==> src/hdl/cws_pkg.sv <==
package cws_pkg;

  // ----------------------------------------------------------------
  // Register indices (word address; byte address is four times this)
  // ----------------------------------------------------------------
  localparam logic [7:0] IDX_BRIDGE1 = 8'h10;
  localparam logic [7:0] IDX_BRIDGE_SUM = 8'h14;
  localparam logic [7:0] IDX_TEMPERATURE = 8'h15;
  localparam logic [7:0] IDX_TDC_RESOLUTION = 8'h18;
  localparam logic [7:0] IDX_SUPPLY_VOLTAGE = 8'h19;
  localparam logic [7:0] IDX_KEY_FALL = 8'h1a;
  localparam logic [7:0] IDX_KEY_RISE = 8'h1b;
  localparam logic [7:0] IDX_KEY_PRESSED = 8'h1c;
  localparam logic [7:0] IDX_GPIO_STATUS = 8'h1d;
  localparam logic [7:0] IDX_TIMER_SNAPSHOT = 8'h1e;
  localparam logic [7:0] IDX_SPAN_RATIO = 8'h1f;
  localparam logic [7:0] IDX_CONTROL = 8'h40;
  localparam logic [7:0] IDX_SEQ_STATE = 8'h41;
  localparam logic [7:0] IDX_WAKE_STATUS = 8'hf6;

  // ----------------------------------------------------------------
  // Control register fields and reset value
  // ----------------------------------------------------------------
  localparam int CTL_AUTO_CFG = 0;
  localparam int CTL_PWR_PRG = 1;
  localparam int CTL_USR_PRG = 2;
  localparam int CTL_SLEEP = 3;
  localparam int CTL_SPAN_MODE = 4;
  localparam int CTL_WDT_EN = 5;
  localparam logic [5:0] CTL_RESET = 6'h20;

  // ----------------------------------------------------------------
  // Status word fields
  // ----------------------------------------------------------------
  localparam int ST_CAP_STATE_LSB = 20;
  localparam int ST_POR = 19;
  localparam int ST_BUTTON = 18;
  localparam int ST_WDT = 17;
  localparam int ST_END_MEAS = 16;
  localparam int ST_SLEEP = 15;
  localparam int ST_LOW_SUPPLY = 14;
  localparam int ST_TDC_ERR = 13;
  localparam int ST_CAP_ERR = 11;
  localparam int ST_SG_ERR = 10;
  localparam int ST_TIMEOUT = 9;
  localparam int ST_EXT_INT = 8;
  localparam int ST_RISE_LSB = 4;
  localparam int ST_FALL_LSB = 0;
  localparam logic [23:0] STATUS_RESET = 24'h000000;

  // ----------------------------------------------------------------
  // Program addresses and counts
  // ----------------------------------------------------------------
  localparam logic [15:0] ROM_ENTRY_ADDR = 16'hf000;
  localparam logic [15:0] USER_CODE_ADDR = 16'h0030;
  localparam int WDT_START_LIMIT = 4;

  typedef enum logic [2:0] {
    SEQ_IDLE, SEQ_ROM, SEQ_CFG, SEQ_PWR, SEQ_MEAS, SEQ_USR, SEQ_RUN, SEQ_STOP
  } cws_seq_t;

endpackage

==> src/hdl/cws_sequencer.sv <==
`timescale 1ns/1ns
// Functional notes
// RULE_01 Wake on reset, measurement, sleep counter; reset first
// RULE_02 Every activation enters ROM code first
// RULE_03 Reset wake copies configuration when enabled
// RULE_04 Power flag: run user code or stop
// RULE_05 Non-reset wake starts measurement or counter
// RULE_06 User flag decides jump to user code
// RULE_07 Stop fully resets ALU, keeps RAM
// RULE_08 Power-on resets chip but not RAM
// RULE_09 Four unclear starts trigger watchdog reset
// RULE_10 Watchdog cause is status bit 17
// RULE_11 Status bits 23..20 hold capacitive states
// RULE_12 Bits 19..16 hold jump cause
// RULE_13 Bits 15..12 sleep, low supply, converter, reserved
// RULE_14 Bits 11..8 port, gauge, timeout, interrupt
// RULE_15 Bits 7..0 capacitive rising, falling edges
// RULE_16 Word 24 holds converter resolution
// RULE_17 Word 25 holds supply measurement
// RULE_18 Words 26..28 hold key status
// RULE_19 Word 29 holds GPIO status
// RULE_20 Word 30 snapshots timer at completion
// RULE_21 Word 31 span value or ratio
// RULE_22 Bridge, temperature stored two's complement
// RULE_23 Watchdog counts measurement starts
// RULE_24 Pin edges clear the watchdog
// RULE_25 Cause flags updated before user jump
module cws_sequencer (
  input wire logic mclk,
  input wire logic rstn,
  input wire logic [7:0] avs_address,
  input wire logic avs_read,
  input wire logic avs_write,
  input wire logic [31:0] avs_writedata,
  input wire logic [3:0] avs_byteenable,
  output logic [31:0] avs_readdata,
  output logic avs_waitrequest,
  input wire logic button_reset,
  input wire logic measure_done,
  input wire logic conv_count_done,
  input wire logic clear_watchdog,
  input wire logic chip_select_reset_pin,
  input wire logic core_stop,
  input wire logic cfg_copy_done,
  input wire logic [3:0] cap_port_state,
  input wire logic [3:0] cap_port_rise,
  input wire logic [3:0] cap_port_fall,
  input wire logic low_supply_flag,
  input wire logic tdc_error,
  input wire logic cap_port_error,
  input wire logic gauge_port_error,
  input wire logic tdc_timeout,
  input wire logic ext_interrupt,
  input wire logic [23:0] cal_value,
  input wire logic [23:0] supply_voltage_value,
  input wire logic [23:0] key_fall,
  input wire logic [23:0] key_rise,
  input wire logic [23:0] key_pressed,
  input wire logic [23:0] gpio_status,
  input wire logic [23:0] rtc_value,
  input wire logic [23:0] span_value,
  input wire logic [23:0] span_ratio,
  input wire logic [23:0] bridge1_in,
  input wire logic [23:0] bridge_sum_in,
  input wire logic [23:0] temperature_in,
  output logic pc_load,
  output logic [15:0] pc_value,
  output logic cfg_copy_req,
  output logic meas_start,
  output logic conv_restart,
  output logic alu_reset,
  output logic cpu_running
);

  // ----------------------------------------------------------------
  // Storage
  // ----------------------------------------------------------------
  cws_pkg::cws_seq_t state;
  cws_pkg::cws_seq_t next_state;
  logic [5:0] ctrl;
  logic [23:0] status;
  logic pend_por;
  logic pend_button;
  logic pend_wdt;
  logic pend_event;
  logic is_reset;
  logic ack;
  logic wdt_trip;
  logic [23:0] ram [0:10];

  // ----------------------------------------------------------------
  // Wake decisions
  // ----------------------------------------------------------------
  wire sleep_mode = ctrl[cws_pkg::CTL_SLEEP];
  wire reset_pend = pend_por | pend_button | pend_wdt;
  wire wake_event = sleep_mode ? conv_count_done : measure_done; // RULE_01
  wire take_wake = (state == cws_pkg::SEQ_IDLE) & (reset_pend | pend_event);
  wire take_reset = take_wake & reset_pend; // RULE_01
  // A trip in the jump cycle must not launch user code
  wire run_user = ((state == cws_pkg::SEQ_PWR) & ctrl[cws_pkg::CTL_PWR_PRG]
    | (state == cws_pkg::SEQ_USR) & ctrl[cws_pkg::CTL_USR_PRG]) & ~wdt_trip;
  wire start_meas = (state == cws_pkg::SEQ_MEAS) & ~sleep_mode;
  wire bus_req = avs_read | avs_write;
  wire bus_write = avs_write & ack;

  function automatic logic [3:0] ram_slot(input logic [7:0] idx);
    ram_slot = 4'(idx - cws_pkg::IDX_TDC_RESOLUTION);
  endfunction

  // ----------------------------------------------------------------
  // Sequencer state
  // ----------------------------------------------------------------
  always_comb begin
    next_state = state;
    unique case (state)
      cws_pkg::SEQ_IDLE: begin
        if (reset_pend | pend_event) begin
          next_state = cws_pkg::SEQ_ROM; // RULE_02
        end
      end
      cws_pkg::SEQ_ROM: begin
        if (!is_reset) begin
          next_state = cws_pkg::SEQ_MEAS;
        end else if (ctrl[cws_pkg::CTL_AUTO_CFG]) begin
          next_state = cws_pkg::SEQ_CFG; // RULE_03
        end else begin
          next_state = cws_pkg::SEQ_PWR;
        end
      end
      cws_pkg::SEQ_CFG: begin
        if (cfg_copy_done) begin
          next_state = cws_pkg::SEQ_PWR;
        end
      end
      cws_pkg::SEQ_PWR: begin
        next_state = run_user ? cws_pkg::SEQ_RUN : cws_pkg::SEQ_STOP; // RULE_04
      end
      cws_pkg::SEQ_MEAS: begin
        next_state = cws_pkg::SEQ_USR;
      end
      cws_pkg::SEQ_USR: begin
        next_state = run_user ? cws_pkg::SEQ_RUN : cws_pkg::SEQ_STOP; // RULE_06
      end
      cws_pkg::SEQ_RUN: begin
        if (core_stop) begin
          next_state = cws_pkg::SEQ_STOP;
        end
      end
      cws_pkg::SEQ_STOP: begin
        next_state = cws_pkg::SEQ_IDLE;
      end
    endcase
    // A tripped watchdog aborts any run through a full ALU reset
    if (wdt_trip && state != cws_pkg::SEQ_IDLE) begin
      next_state = cws_pkg::SEQ_STOP;
    end
  end

  always_ff @(posedge mclk or negedge rstn) begin
    if (!rstn) begin
      state <= cws_pkg::SEQ_IDLE;
      is_reset <= 1'b0;
    end else begin
      state <= next_state;
      if (take_wake) begin
        is_reset <= reset_pend;
      end
    end
  end

  // ----------------------------------------------------------------
  // Pending wake sources; a new request wins over its own clear
  // ----------------------------------------------------------------
  always_ff @(posedge mclk or negedge rstn) begin
    if (!rstn) begin
      pend_por <= 1'b1; // RULE_08
      pend_button <= 1'b0;
      pend_wdt <= 1'b0;
      pend_event <= 1'b0;
    end else begin
      pend_por <= pend_por & ~take_reset;
      pend_button <= button_reset | pend_button & ~take_reset;
      pend_wdt <= wdt_trip | pend_wdt & ~take_reset; // RULE_09
      pend_event <= wake_event | pend_event & ~(take_wake & ~reset_pend);
    end
  end

  // ----------------------------------------------------------------
  // Outputs to core and measurement unit
  // ----------------------------------------------------------------
  always_ff @(posedge mclk or negedge rstn) begin
    if (!rstn) begin
      pc_load <= 1'b0;
      pc_value <= cws_pkg::ROM_ENTRY_ADDR;
      meas_start <= 1'b0;
      conv_restart <= 1'b0;
      alu_reset <= 1'b1;
      cpu_running <= 1'b0;
    end else begin
      pc_load <= take_wake | run_user;
      if (take_wake) begin
        pc_value <= cws_pkg::ROM_ENTRY_ADDR; // RULE_02
      end else if (run_user) begin
        pc_value <= cws_pkg::USER_CODE_ADDR; // RULE_04 RULE_06
      end
      meas_start <= start_meas; // RULE_05
      conv_restart <= (state == cws_pkg::SEQ_MEAS) & sleep_mode; // RULE_05
      alu_reset <= (state == cws_pkg::SEQ_STOP); // RULE_07
      cpu_running <= (next_state == cws_pkg::SEQ_RUN);
    end
  end

  assign cfg_copy_req = (state == cws_pkg::SEQ_CFG); // RULE_03

  cws_watchdog #(
    .LIMIT(cws_pkg::WDT_START_LIMIT)
  ) u_watchdog (
    .mclk(mclk),
    .rstn(rstn),
    .enable(ctrl[cws_pkg::CTL_WDT_EN]),
    .count_start(start_meas),
    .clear_opcode(clear_watchdog),
    .chip_select_reset_pin(chip_select_reset_pin),
    .trip(wdt_trip)
  );

  // ----------------------------------------------------------------
  // Status word
  // ----------------------------------------------------------------
  // Causes are written on the wake edge, long before any user jump
  always_ff @(posedge mclk or negedge rstn) begin
    if (!rstn) begin
      status <= cws_pkg::STATUS_RESET;
    end else begin
      if (take_wake) begin
        status[cws_pkg::ST_POR] <= reset_pend; // RULE_12 RULE_25
        status[cws_pkg::ST_BUTTON] <= take_reset & pend_button; // RULE_12
        status[cws_pkg::ST_WDT] <= take_reset & pend_wdt; // RULE_10
        status[cws_pkg::ST_END_MEAS] <= ~reset_pend & ~sleep_mode; // RULE_12
        status[cws_pkg::ST_SLEEP] <= ~reset_pend & sleep_mode; // RULE_13
      end
      if (measure_done) begin
        status[cws_pkg::ST_CAP_STATE_LSB +: 4] <= cap_port_state; // RULE_11
        status[cws_pkg::ST_LOW_SUPPLY] <= low_supply_flag; // RULE_13
        status[cws_pkg::ST_TDC_ERR] <= tdc_error; // RULE_13
        status[cws_pkg::ST_CAP_ERR] <= cap_port_error; // RULE_14
        status[cws_pkg::ST_SG_ERR] <= gauge_port_error; // RULE_14
        status[cws_pkg::ST_TIMEOUT] <= tdc_timeout; // RULE_14
        status[cws_pkg::ST_RISE_LSB +: 4] <= cap_port_rise; // RULE_15
        status[cws_pkg::ST_FALL_LSB +: 4] <= cap_port_fall; // RULE_15
      end
      status[12] <= 1'b0; // RULE_13
      if (take_wake) begin
        status[cws_pkg::ST_EXT_INT] <= ext_interrupt; // RULE_14
      end
    end
  end

  // ----------------------------------------------------------------
  // Result words: RAM is never reset, so contents survive any reset
  // ----------------------------------------------------------------
  always_ff @(posedge mclk) begin
    if (measure_done) begin
      ram[0] <= cal_value; // RULE_16
      ram[1] <= supply_voltage_value; // RULE_17
      ram[2] <= key_fall; // RULE_18
      ram[3] <= key_rise; // RULE_18
      ram[4] <= key_pressed; // RULE_18
      ram[5] <= gpio_status; // RULE_19
      ram[6] <= rtc_value; // RULE_20
      ram[7] <= ctrl[cws_pkg::CTL_SPAN_MODE] ? span_ratio : span_value; // RULE_21
      ram[8] <= bridge1_in; // RULE_22
      ram[9] <= bridge_sum_in; // RULE_22
      ram[10] <= temperature_in; // RULE_22
    end
  end

  // ----------------------------------------------------------------
  // Avalon slave: one wait state on every access
  // ----------------------------------------------------------------
  wire hit_result = avs_address >= cws_pkg::IDX_TDC_RESOLUTION
    && avs_address <= cws_pkg::IDX_SPAN_RATIO;
  wire [23:0] result_word = hit_result ? ram[ram_slot(avs_address)] : 24'h000000;
  logic [23:0] read_mux;

  always_comb begin
    read_mux = result_word;
    unique case (avs_address)
      cws_pkg::IDX_BRIDGE1: read_mux = ram[8];
      cws_pkg::IDX_BRIDGE_SUM: read_mux = ram[9];
      cws_pkg::IDX_TEMPERATURE: read_mux = ram[10];
      cws_pkg::IDX_CONTROL: read_mux = {18'h00000, ctrl};
      cws_pkg::IDX_SEQ_STATE: read_mux = {21'h000000, state};
      cws_pkg::IDX_WAKE_STATUS: read_mux = status;
      default: read_mux = result_word;
    endcase
  end

  assign avs_waitrequest = bus_req & ~ack;

  always_ff @(posedge mclk or negedge rstn) begin
    if (!rstn) begin
      ack <= 1'b0;
      avs_readdata <= 32'h00000000;
      ctrl <= cws_pkg::CTL_RESET;
    end else begin
      ack <= bus_req & ~ack;
      if (avs_read && !ack) begin
        avs_readdata <= {8'h00, read_mux};
      end
      if (bus_write && avs_address == cws_pkg::IDX_CONTROL && avs_byteenable[0]) begin
        ctrl <= avs_writedata[5:0];
      end
    end
  end

  // ----------------------------------------------------------------
  // Checks
  // ----------------------------------------------------------------
  a_reset_wins_prio: assert property (@(posedge mclk) disable iff (!rstn) // RULE_01
    take_wake && reset_pend |=> is_reset)
    else $error("Event wake taken over pending reset");
  a_rom_entry_first: assert property (@(posedge mclk) disable iff (!rstn) // RULE_02
    take_wake |=> pc_load && pc_value == cws_pkg::ROM_ENTRY_ADDR)
    else $error("Activation did not enter ROM code");
  a_cfg_copy_gate: assert property (@(posedge mclk) disable iff (!rstn) // RULE_03
    $rose(cfg_copy_req) |-> is_reset && ctrl[cws_pkg::CTL_AUTO_CFG])
    else $error("Configuration copy without reset or flag");
  a_user_jump_addr: assert property (@(posedge mclk) disable iff (!rstn) // RULE_06
    $rose(cpu_running) |-> pc_load && pc_value == cws_pkg::USER_CODE_ADDR)
    else $error("User run started off the user entry");
  a_meas_or_conv: assert property (@(posedge mclk) disable iff (!rstn) // RULE_05
    state == cws_pkg::SEQ_MEAS && !wdt_trip |=> meas_start != conv_restart
      && conv_restart == sleep_mode)
    else $error("Wrong measurement or counter start");
  a_stop_alu_reset: assert property (@(posedge mclk) disable iff (!rstn) // RULE_07
    state == cws_pkg::SEQ_RUN && core_stop |=> ##1 alu_reset)
    else $error("Stop did not reset the ALU");
  a_wdt_cause_flag: assert property (@(posedge mclk) disable iff (!rstn) // RULE_10
    take_reset && pend_wdt |=> status[cws_pkg::ST_WDT]
      && !status[cws_pkg::ST_END_MEAS])
    else $error("Watchdog cause not flagged");
  a_cause_before_jump: assert property (@(posedge mclk) disable iff (!rstn) // RULE_25
    $rose(cpu_running) |-> status[cws_pkg::ST_POR] == is_reset
      && (is_reset || status[cws_pkg::ST_END_MEAS] != status[cws_pkg::ST_SLEEP]))
    else $error("Cause flags not ready before user jump");
  a_span_select: assert property (@(posedge mclk) disable iff (!rstn) // RULE_21
    measure_done && ctrl[cws_pkg::CTL_SPAN_MODE] |=> ram[7] == $past(span_ratio))
    else $error("Span ratio not stored in span mode");
  a_timer_snapshot: assert property (@(posedge mclk) disable iff (!rstn) // RULE_20
    measure_done |=> ram[6] == $past(rtc_value) && ram[0] == $past(cal_value))
    else $error("Timer snapshot not loaded");
  a_bus_one_wait: assert property (@(posedge mclk) disable iff (!rstn)
    bus_req && !ack |=> !avs_waitrequest || !bus_req)
    else $error("Bus answer later than one wait state");

endmodule

==> src/hdl/cws_watchdog.sv <==
`timescale 1ns/1ns
module cws_watchdog #(
  parameter int LIMIT = cws_pkg::WDT_START_LIMIT
) (
  input wire logic mclk,
  input wire logic rstn,
  input wire logic enable,
  input wire logic count_start,
  input wire logic clear_opcode,
  input wire logic chip_select_reset_pin,
  output logic trip
);

  logic [2:0] starts;
  logic pin_last;
  wire pin_edge = chip_select_reset_pin ^ pin_last;
  wire do_clear = clear_opcode | pin_edge | ~enable;
  wire at_limit = (starts == 3'(LIMIT - 1)) & count_start;

  always_ff @(posedge mclk or negedge rstn) begin
    if (!rstn) begin
      pin_last <= 1'b1;
    end else begin
      pin_last <= chip_select_reset_pin;
    end
  end

  // Clear beats count: a cleared run never trips
  always_ff @(posedge mclk or negedge rstn) begin
    if (!rstn) begin
      starts <= 3'h0;
      trip <= 1'b0;
    end else begin
      trip <= at_limit & ~do_clear; // RULE_09
      if (do_clear) begin
        starts <= 3'h0; // RULE_24
      end else if (at_limit) begin
        starts <= 3'h0;
      end else if (count_start) begin
        starts <= starts + 3'h1; // RULE_23
      end
    end
  end

  a_wdt_trip_count: assert property (@(posedge mclk) disable iff (!rstn) // RULE_09
    trip |-> $past(starts) == 3'(LIMIT - 1))
    else $error("Watchdog tripped before the start limit");
  a_wdt_pin_clear: assert property (@(posedge mclk) disable iff (!rstn) // RULE_24
    pin_edge |=> starts == 3'h0 && !trip)
    else $error("Pin edge did not clear the watchdog");

endmodule

==> config.mk <==
export PLATFORM = sky130hd
export DESIGN_NAME = cws_sequencer
export DESIGN_NICKNAME = d
export VERILOG_FILES = /design/src/hdl/cws_pkg.sv /design/src/hdl/cws_sequencer.sv /design/src/hdl/cws_watchdog.sv
export SDC_FILE = /design/constraint.sdc
export NUM_CORES = 1
export LEC_CHECK = 0
export BUFFER_PORTS_ARGS = -buffer_cell sky130_fd_sc_hd__buf_2
export CELL_PAD_IN_SITES_DETAIL_PLACEMENT = 1
export CELL_PAD_IN_SITES_GLOBAL_PLACEMENT = 2
export CORE_ASPECT_RATIO = 1.4
export CORE_UTILIZATION = 35
export CTS_CLUSTER_SIZE = 30
export DETAILED_ROUTE_END_ITERATION = 10
export GPL_ROUTABILITY_DRIVEN = 0
export GPL_TIMING_DRIVEN = 0
export HOLD_SLACK_MARGIN = 0.03
export PLACE_DENSITY_LB_ADDON = 0.1
export SYNTH_ARGS = -nofsm -noshare
export SYNTH_HDL_FRONTEND = slang
export SYNTH_SLANG_ARGS = --single-unit
==> constraint.sdc <==
create_clock -name mclk -period 1.95 [get_ports mclk]
set_clock_uncertainty 0.05 [all_clocks]
set_input_delay 0.2925 -clock mclk [delete_from_list [all_inputs] [get_ports mclk]]
set_output_delay 0.2925 -clock mclk [all_outputs]
set_load 0.05 [all_outputs]
# After elaboration in Yosys (flattened, before gate mapping)

Memories as Yosys holds them, arrays and structs flattened.
Index checks and enable logic that the tools add are counted.

$add $sub $neg: 2
Reductions and logical operators: 11
Bitwise operators: 40
Muxes and demuxes: 19
Magnitude comparators: 2
Eq/ne operators: 15

Operator list:

| operator                                                                         | number |
|---|---|
| 24-bit case mux with 6 select lines                                              | 1 |
| 24-bit two-way mux                                                               | 2 |
| 16-bit two-way mux                                                               | 2 |
| 8-bit by 5-bit == test with 1-bit output, second input constant                  | 3 |
| 3-bit two-way mux                                                                | 8 |
| 3-bit case mux with 7 select lines                                               | 1 |
| 1-bit AND                                                                        | 20 |
| 8-bit by 7-bit == test with 1-bit output, second input constant                  | 2 |
| 3-bit == test, second input constant                                             | 5 |
| 1-bit bitwise OR                                                                 | 11 |
| 3-bit by 2-bit == test with 1-bit output, second input constant                  | 3 |
| 8-bit == test, second input constant                                             | 1 |
| 8-bit by 5-bit >= comparator with 1-bit output, second input constant            | 1 |
| 8-bit by 5-bit less-or-equal comparator with 1-bit output, second input constant | 1 |
| 1-bit NOT                                                                        | 8 |
| 3-bit nonzero test                                                               | 2 |
| 1-bit logical AND                                                                | 5 |
| 1-bit two-way mux                                                                | 5 |
| 4-bit subtractor, second input constant                                          | 1 |
| 3-bit by 1-bit adder with 3-bit output, second input constant                    | 1 |
| 3-bit by 1-bit == test with 1-bit output, second input constant                  | 1 |
| 3-bit logical NOT                                                                | 1 |
| 2-bit nonzero test                                                               | 1 |
| 2-bit OR reduction                                                               | 1 |
| 2 further kinds                                                                  | 2 |

Bits in registers: 88
Memory bits (writable): 264
Input port bits: 361
Output and inout bits: 55
Word-level logic and storage cells: 110
Memories: 1

Memory list:

| memory | depth | width | rd ports | clocked after Yosys merged registers in | write ports | line                | text |
|---|---|---|---|---|---|---|---|
| ram    | 11    | 24    | 4        | 0                                       | 11          | cws_sequencer.sv:89 | `logic [23:0] ram [0:10];` |

# Longest topological paths before layout

Gate-level depths: netlist of the first run.

Depth in word-level cells: 8
Depth in mapped cells: 7

# By module

A second synthesis of the first run with hierarchy kept.

Cell total of the unflattened synthesis: 783
Area total of the unflattened synthesis: 13,640.6 µm²

Modules (own cells, without submodules):

| module        | cells an instance | seq. area each (µm²) | times used | area an instance (µm²) |
|---|---|---|---|---|
| cws_sequencer | 764               | 9,634.2              | 1          | 13,422.9 |
| cws_watchdog  | 19                | 126.4                | 1          | 217.7 |

# Least setup slack after synthesis of the first run

No wires, ideal clock.

Kind: flip-flop to output port
Start: reg state[1]
End: out cfg_copy_req
Arrival: 1,848 ps
Buffers on the path: 1
Setup slack: -241 ps
Cell stages (with the launch flop): 3
Cells stage by stage: dfrtp_1 buf_1 nor3b_1

Word-level cells in the longest chain between the ends: 1

RTL lines:

| item                                     | line                 | text |
|---|---|---|
| from (decl)                              | cws_sequencer.sv:78  | `cws_pkg::cws_seq_t state;` |
| from (signal assigned)                   | cws_sequencer.sv:161 | `state <= cws_pkg::SEQ_IDLE;` |
| from (signal assigned)                   | cws_sequencer.sv:164 | `state <= next_state;` |
| 3-bit by 2-bit == test with 1-bit output | cws_sequencer.sv:213 | `assign cfg_copy_req = (state == cws_pkg::SEQ_CFG);` |
| to (decl)                                | cws_sequencer.sv:68  | `output logic cfg_copy_req,` |

Every way passes these cells.

# Final worst setup path of the first run

Start: reg state[0]
End: out cfg_copy_req

The elaborated chain is that of the path after synthesis.

==> results of run 1 <==
## power by group through the flow
| stage | registers, mW | logic, mW | clock network [mW] |
|---|---|---|---|
| finish | 8.88 | 3.21 | 6.52 |
| global route | 8.95 | 3.43 | 6.89 |
| CTS | 8.87 | 3.18 | 6.62 |
| detailed placement | 8.97 | 2.64 | 0 |
| global placement | 8.99 | 2.58 | 0 |
| floorplan | 9.30 | 1.17 | 0 |
## flip-flops by register name (all words and copies together) (netlist names)
| register | count |
|---|---|
| pend_wdt | 1 |
| is_reset | 1 |
| pend_event | 1 |
| alu_reset | 1 |
| status | 22 |
| pend_button | 1 |
| cpu_running | 1 |
| pc_value | 2 |
| u_watchdog.trip | 1 |
| u_watchdog.starts | 3 |
| ram | 264 |
| state | 3 |
| avs_readdata | 24 |
| ack | 1 |
| pend_por | 1 |
| pc_load | 1 |
| conv_restart | 1 |
| ctrl | 6 |
| u_watchdog.pin_last | 1 |
| meas_start | 1 |
## what timing repair did
action | in CTS | in global routing
resized for setup | 23 | 15
hold endpoints to repair | 359 | 0
pin swaps | 0 | 2
hold buffers | 311 | 0
setup endpoints to repair | 62 | 23
setup buffers | 0 | 3
cloned | 0 | 0
## synthesized netlist by cell type, types with 4 or more instances
cell / number
a21oi_1: 7
a221oi_1: 22
a22oi_1: 20
a31oi_1: 20
buf_1: 4
buf_2: 13
buf_4: 23
clkbuf_1: 22
dfrtp_1: 68
dfstp_2: 5
edfxtp_1: 264
inv_1: 6
mux2_2: 71
mux2i_1: 4
mux4_2: 48
nand2_1: 47
nand3b_1: 4
nor2_1: 34
## path summary, 6_finish.rpt
check,slack (ns),from,to,cells past startpoint
setup / recovery,0.06,state[0],cfg_copy_req,3
hold / removal,0.06,span_value[17],ram[7][17],2
setup reg to reg,0.10,ctrl[4],ram[7][20],2
hold reg to reg,0.41,u_watchdog.starts[2],u_watchdog.trip,1
max in group asynchronous,1.05,rstn,ctrl[5],3
min in group asynchronous,0.16,rstn,pc_load,2
## metal layers
metal,up-vias,GRT usage
met5,-,0
met4,4,0.0705
met3,66,0.0415
met2,309,0.432
met1,4775,0.254
li1,4423,-
## cell type report
cell class	instances	area, um2	share of cell area
Buffer	60	365	0.0180
Clock buffer	49	1000	0.0492
Tap cell	473	592	0.0291
Clock inverter	17	87.6	0.00431
Timing Repair Buffer	682	5080	0.250
Antenna cell	11	27.5	0.00135
Multi-Input combinational cell	357	3400	0.167
Inverter	6	22.5	0.00111
Sequential cell	337	9760	0.480
## worst register-to-register path, delay by kind of cell (launching register included)
kind	cells	cell delay, ns
flip-flops	1	0.66
buffers and inverters	1	0.47
multiplexers	1	0.42
## cells by family after synthesis
kind of cell | synth area share
flip-flops | 0.729
multiplexers | 0.143
AND/OR/NAND/NOR | 0.0451
AO/OA/AOI/OAI | 0.0526
buffers and inverters | 0.0276
XOR/XNOR | 0.00131
adder cells (fa/ha/maj) | 0.000934
other | 0.000280
## per-stage QoR
step | hold slack [ns] | TNS, ns | power (mW) | util | std cells
after floorplan | -0.0531 | 0 | 10.5 | - | 763
after global placement | 0.369 | -945.87 | 11.6 | 0.422 | 1601
after detailed placement | 0.170 | -40.87 | 11.6 | 0.425 | 1604
after CTS | 0.0312 | 0 | 18.7 | 0.538 | 1978
after global routing | 0.0388 | -0.0168 | 19.3 | 0.540 | 1992
final | 0.0606 | 0 | 18.6 | 0.540 | 1992
==> out/results.txt, run 1 <==
Worst Setup End Kind - output pin
Fin area - 20,300 um2
Initial antenna violation count - 10
Share of cells above drive strength 1 - 0.407
Initial DRC count - 476
Port-buffer cells - 365
Die W - 167 um
Fin. max-slew vios - 0
Die Height - 233 um
Setup Viol. Count Final - 0
Cell family with the largest share of critical-path delay - flip-flops
Worst vdd ir - 0.676 mV
Fillers - 3,771
Worst-margin pin slew - 0.794 ns
Vias per cell - 4.81
#FFs+latches synth - 337
Status - completed
Gr ovfl total - 0
WS Path Type - reg -> out
Comb power frac - 0.172
Most common cell after layout, fill and taps aside - buf_2
I/O pin total - 416
Sink Count - 337
Net Sw Frac - 0.268
Relative slew margins - 0.471
Worst-Skew Late Latency - 0.53 ns
Yosys warns - 0
Crit path buf inv count - 2
Pre-antenna DRT Iters - 5
Largest net degree at the start of global routing - 132
Cell Rows - 84
Syn Std Cell Area - 13,400 um2
Critical path launch point type - flip-flop
Static leakage - 8.16 nW
Asr flop ratio synth - 0.217
Power Density - 915 nW/um2
GRT Overall Usage - 0.227
Clock Path Buffers - 3
Ys flop type - edfxtp_1
Area contributors post-synth - edfxtp_1 (59%), dfrtp_1 (13%), mux4_2 (8.1%)
Routed via count - 9,577
CP arrival - 1.54 ns
Final hold viol count - 0
WL met3 - 2.06 mm
Synth Instances - 746
Clock power share - 0.350
Post-synth top area cell - edfxtp_1
P&R area growth vs syn - 51.8%
Critical-path top delay cell - dfrtp_2
DRT Wirelength - 44.3 mm
Top layer in use - met5
Core box area - 37,600 um2
H-Tree Depth - 2
# DRC - 0
Average routed wire per standard cell - 22.3 um
TritonCTS Buffers - 37
Min Tclk post-route - 1.89 ns
Sequential fraction of the synthesis area - 0.729
Vias in the first global route - 10,895
CTS root buf - clkbuf_16
M1 wire length - 16.5 mm
MaxCap Viol Count - 0
Post-synth EDFFs - 264
Most frequent cells in the layout - buf_2 (376), dlygate4sd3_1 (311), edfxtp_1 (264)
First-pass GRT wire length - 65.1 mm
Period utilization - 0.967
Maximum fanout along the worst path - 10
Fmax - 530 MHz
Hold crit path type - in -> reg
Number of distinct library cells after synthesis - 57
Nets - 1,843
Final worst slack - 0.0650 ns
DP Area - 16,000 um2
CTS tree - yes
Routed wire length on met2 - 24.7 mm
Int Power - 13.6 mW
Sequential power share - 0.477
CP required - 1.61 ns
Worst path max stage delay - 0.44 ns
Starting Density - 0.356
Worst-path clk slew - 0.06 ns
Top-area cell type share of the netlist area - 0.592
Synth Area per Inst - 18.0 um2
DP Worst Slack - -1.02 ns
Switching Power - 4.99 mW
Critical-path cell list - buf_8 -> nor3b_4 -> buf_6
Post-route ant nets - 0
Full die area - 39,100 um2
Final HPWL DP - 29.3 mm
Power figures use the tool's default switching activity.
==> run 2, diff against run 1 <==
Settings changed: CORE_UTILIZATION 35 to 36.
==> out/results.txt, run 2 (synthesized netlist as in run 1, its figures left out) <==
Die Height - 230 um
Fin area - 20,200 um2
Sequential power share - 0.474
CP arrival - 1.54 ns
Area occupied by multi-input gates - 3360 um2
Storage cell area - 9760 um2
Hold crit path type - in -> reg
Int Power - 13.8 mW
Crit path buf inv count - 2
Critical-path cell list - buf_4 -> nor3b_2 -> buf_6
First-pass GRT wire length - 65.3 mm
# DRC - 0
Reg2Reg Capture Point - ram[7][16]
CTS root buf - clkbuf_16
CP required - 1.61 ns
Worst path max stage delay - 0.41 ns
Critical path launch point type - flip-flop
Max reg flops - 264
Reg2reg setup slack - 0.12 ns
Die W - 165 um
Critical R2R Launch - ctrl[4]
Relative slew margins - 0.473
MaxCap Viol Count - 0
Maximum fanout along the worst path - 10
# Post-CTS Setup Buffers - 0
Worst Setup End Kind - output pin
P&R area growth vs syn - 51.2%
Worst-Skew Late Latency - 0.54 ns
Worst vdd ir - 1.02 mV
Critical-path top delay cell - dfrtp_1
Power Density - 921 nW/um2
Share of cells above drive strength 1 - 0.404
Comb power frac - 0.171
HP Start - span_value[12]
WS Path Type - reg -> out
Levels on crit path - 3
DP Worst Slack - -1.03 ns
Met2 Usage GRT - 0.432
Worst-path clk slew - 0.06 ns
Most frequent cells in the layout - buf_2 (375), dlygate4sd3_1 (307), edfxtp_1 (264)
Starting Density - 0.365
Register-to-Register Path Depth - 2
Port-buffer cells - 365
DRT Wirelength - 44.0 mm
Final hold viol count - 0
Top Registers - ram: 264 flops, avs_readdata: 24 flops, status: 22 flops
I/O pin total - 416
Sink Count - 337
WHS Path Cells - 2
Clock power share - 0.354
Period utilization - 0.968
Final worst slack - 0.0627 ns
Core box area - 36,700 um2
DP Area - 16,000 um2
Total power - 18.6 mW
Post-route ant nets - 0
Cell family with the largest share of critical-path delay - flip-flops
Average routed wire per standard cell - 22.3 um
Gr ovfl total - 0
Fmax - 530 MHz
GRT Overall Usage - 0.237
Initial antenna violation count - 8
Routed via count - 9,604
Status - completed
Largest net degree at the start of global routing - 130
Full die area - 38,000 um2
Nets - 1,836
Hold WS - 0.0506 ns
Largest register by flop count - ram
Final HPWL DP - 28.7 mm
CTS tree - yes
Worst-margin pin slew - 0.791 ns
Pre-antenna DRT Iters - 5
Fin. max-slew vios - 0
Setup Viol. Count Final - 0
Worst hold endpoint - ram[7][12]
Net Sw Frac - 0.263
Final std cells w/o fill - 1,976
Cell Rows - 83
Fillers - 3,585
Vias per cell - 4.86
RSZ-0062 raised after global routing - false
TritonCTS Buffers - 36
Switching Power - 4.90 mW
H-Tree Depth - 2
Busiest grt layer - met2
GR Util met1 - 0.266
Static leakage - 8.12 nW
Clock Path Buffers - 3
Initial DRC count - 486
Placed cells - 1,598
Met3 Resource Use GR - 0.0518
Vias in the first global route - 10,984
Most common cell after layout, fill and taps aside - buf_2
Min Tclk post-route - 1.89 ns
run 2: cell types whose count changed in the layout (fill, tap and decap cells not counted), moves of 2 or more:
| cell | previous run | this run |
|---|---|---|
| a221oi_2 | 4 | 1 |
| dlygate4sd3_1 | 311 | 307 |
| diode_2 | 11 | 8 |
| a221oi_1 | 18 | 21 |
| clkinv_2 | 8 | 6 |
run 2: final cells by class:
class / instances / share of cell area
Multi-Input combinational cell: 357 / 0.166
Inverter: 6 / 0.00111
Antenna cell: 8 / 0.000989
Clock buffer: 50 / 0.0501
Timing Repair Buffer: 675 / 0.247
Tap cell: 467 / 0.0289
Sequential cell: 337 / 0.482
Buffer: 61 / 0.0185
Clock inverter: 15 / 0.00513
run 2: through the flow:
| step | setup TNS, ns | utilization |
|---|---|---|
| 2_1_floorplan | 0 | - |
| 3_3_place_gp | -928.13 | 0.433 |
| 3_5_place_dp | -40.62 | 0.436 |
| 4_1_cts | 0 | 0.551 |
| 5_1_grt | 0 | 0.552 |
| 6_report | 0 | 0.552 |
run 2: worst max path at each step:
stage,start,to,slack (ns)
floorplan,avs_address[2],ctrl[0],0.01
global placement,measure_done,status[14],-4.37
detailed placement,measure_done,status[9],-1.03
CTS,ack,avs_readdata[0],0.0009
global route,state[1],cfg_copy_req,0.01
finish,state[2],cfg_copy_req,0.06
run 2: timing repair:
item,4_1_cts,5_1_grt
endpoints found under the hold margin,355,0
hold buffers,307,0
gates resized for setup,19,17
setup endpoints to repair,59,15
run 2: per-layer routing:
layer	up-vias	routed length (um)	part of all wire
li1	4404	-	-
met1	4768	16500	0.37
met2	344	23700	0.54
met3	84	2390	0.054
met4	4	1440	0.033
met5	-	27	0.00061
run 2: power groups by stage:
| stage | Clock [mW] | Sequential, mW | Combinational (mW) |
|---|---|---|---|
| finish | 6.61 | 8.84 | 3.20 |
| global route | 7.00 | 8.91 | 3.42 |
| CTS | 6.73 | 8.83 | 3.17 |
| detailed placement | 0 | 8.96 | 2.61 |
| global placement | 0 | 8.98 | 2.57 |
| floorplan | 0 | 9.30 | 1.17 |
==> run 3, diff against run 2 <==
==> constraint.sdc (replaced) <==
create_clock -name mclk -period 1.95 [get_ports mclk]
set_clock_uncertainty 0.05 [all_clocks]
set_input_delay 0.0975 -clock mclk [delete_from_list [all_inputs] [get_ports mclk]]
set_output_delay 0.0975 -clock mclk [all_outputs]
set_load 0.05 [all_outputs]
==> out/results.txt, run 3 (synthesized netlist as in run 1, its figures left out) <==
Final std cells w/o fill - 1,990
Post-route ant nets - 0
Final hold viol count - 29
WHS Path Cells - 1
Most common cell after layout, fill and taps aside - buf_2
Period utilization - 0.951
Sink Count - 337
Fillers - 3,569
Switching Power - 4.91 mW
MaxCap Viol Count - 0
Cell Rows - 83
Min Tclk post-route - 1.85 ns
Die W - 165 um
Initial DRC count - 473
GRT Overall Usage - 0.238
DP Worst Slack - -0.831 ns
DRT Wirelength - 44.7 mm
Final core utilization - 0.556
Placed cells - 1,598
Worst-Skew Late Latency - 0.54 ns
Fin. max-slew vios - 0
H-Tree Depth - 2
Nets - 1,853
Largest register by flop count - ram
TritonCTS Buffers - 36
Post-Route Setup TNS - 0 ns
Comb power frac - 0.171
WS Path Type - in -> out
Critical path startpoint - avs_write
Sequential power share - 0.474
Top Registers - ram: 264 flops, avs_readdata: 24 flops, status: 22 flops
Relative slew margins - 0.390
I/O pin total - 416
Hold-fix buffer count after cts - 324
P&R area growth vs syn - 52.1%
Worst-path clk slew - 0.06 ns
Vias in the first global route - 11,048
Register-to-Register Path Depth - 4
Maximum fanout along the worst path - 2
Net Sw Frac - 0.263
Critical path launch point type - primary input
First-pass GRT wire length - 65.5 mm
DP Area - 16,000 um2
Full die area - 38,000 um2
Clock Path Buffers - 3
Die Height - 230 um
Worst Setup End Kind - output pin
CTS tree - yes
Final worst slack - 0.0951 ns
Setup Viol. Count Final - 0
Power Density - 916 nW/um2
Fmax - 539 MHz
Hold crit path type - in -> reg
Worst vdd ir - 0.966 mV
Port-buffer cells - 365
Average routed wire per standard cell - 22.5 um
HP Start - measure_done
CTS root buf - clkbuf_16
Pre-antenna DRT Iters - 4
Static leakage - 8.16 nW
RSZ-0062 raised after global routing - false
Status - complete, but fails checks
Int Power - 13.7 mW
Clock power share - 0.355
CP required - 1.80 ns
Core box area - 36,700 um2
Most frequent cells in the layout - buf_2 (377), dlygate4sd3_1 (324), edfxtp_1 (264)
Area occupied by multi-input gates - 3350 um2
Storage cell area - 9760 um2
Worst-margin pin slew - 0.916 ns
CP arrival - 1.71 ns
Routed via count - 9,580
Largest net degree at the start of global routing - 130
# DRC - 0
Final HPWL DP - 28.7 mm
Failing checks - hold timing
Initial antenna violation count - 7
Max reg flops - 264
Gr ovfl total - 0
Fin area - 20,400 um2
Hold WS - -0.0450 ns
Critical R2R Launch - ack
Vias per cell - 4.81
Share of cells above drive strength 1 - 0.397
Total power - 18.7 mW
Starting Density - 0.365
## run 3: changes by cell type in the layout (fill, tap and decap cells not counted)
cell and change:
clkbuf_4 -1, dlygate4sd3_1 +17, diode_2 -3, buf_6 -2
clkbuf_2 -3, nor3_4 -2, buf_2 +2, buf_4 -1
clkbuf_1 +5, nor3_2 +2
## run 3: metal layers
metal / part of all wire / global-route usage / vias up
met5: 0.00060 / 0 / -
met4: 0.024 / 0.0722 / 4
met3: 0.055 / 0.0518 / 69
met2: 0.55 / 0.442 / 347
met1: 0.37 / 0.266 / 4725
li1: - / - / 4435
## run 3: layout make-up
class	instances	share of cell area
Antenna cell	5	0.000614
Inverter	6	0.00111
Tap cell	467	0.0287
Clock inverter	15	0.00510
Clock buffer	50	0.0498
Timing Repair Buffer	692	0.254
Multi-Input combinational cell	357	0.164
Sequential cell	337	0.479
Buffer	61	0.0174
## run 3: power groups by stage
stage          combinational (mW)  clock (mW)  sequential [mW]
2_1_floorplan                1.17           0             9.30
3_3_place_gp                 2.57           0             8.98
3_5_place_dp                 2.61           0             8.96
4_1_cts                      3.16        6.73             8.82
5_1_grt                      3.40        6.99             8.91
6_report                     3.18        6.63             8.84
## run 3: worst paths after layout
check | endpoint | slack (ns)
worst min register to register | u_watchdog.trip | 0.40
min in group asynchronous | pc_load | 0.07
worst max register to register | avs_readdata[21] | 0.1
max in group asynchronous | status[8] | 0.83
worst min-delay path | ram[7][3] | -0.04
worst max-delay path | avs_waitrequest | 0.1
## run 3: critical path: stages
cell           delay (ns)
dlygate4sd3_1        0.52
buf_2                0.14
nor2_1               0.05
dlygate4sd3_1        0.55
nor2_1               0.13
buf_4                0.22
## run 3: timing repair
item                       CTS  global route
setup buffers                0             0
pin swaps                    0             0
setup endpoints to repair   56            22
hold endpoints to repair   429            58
resized for setup           10             9
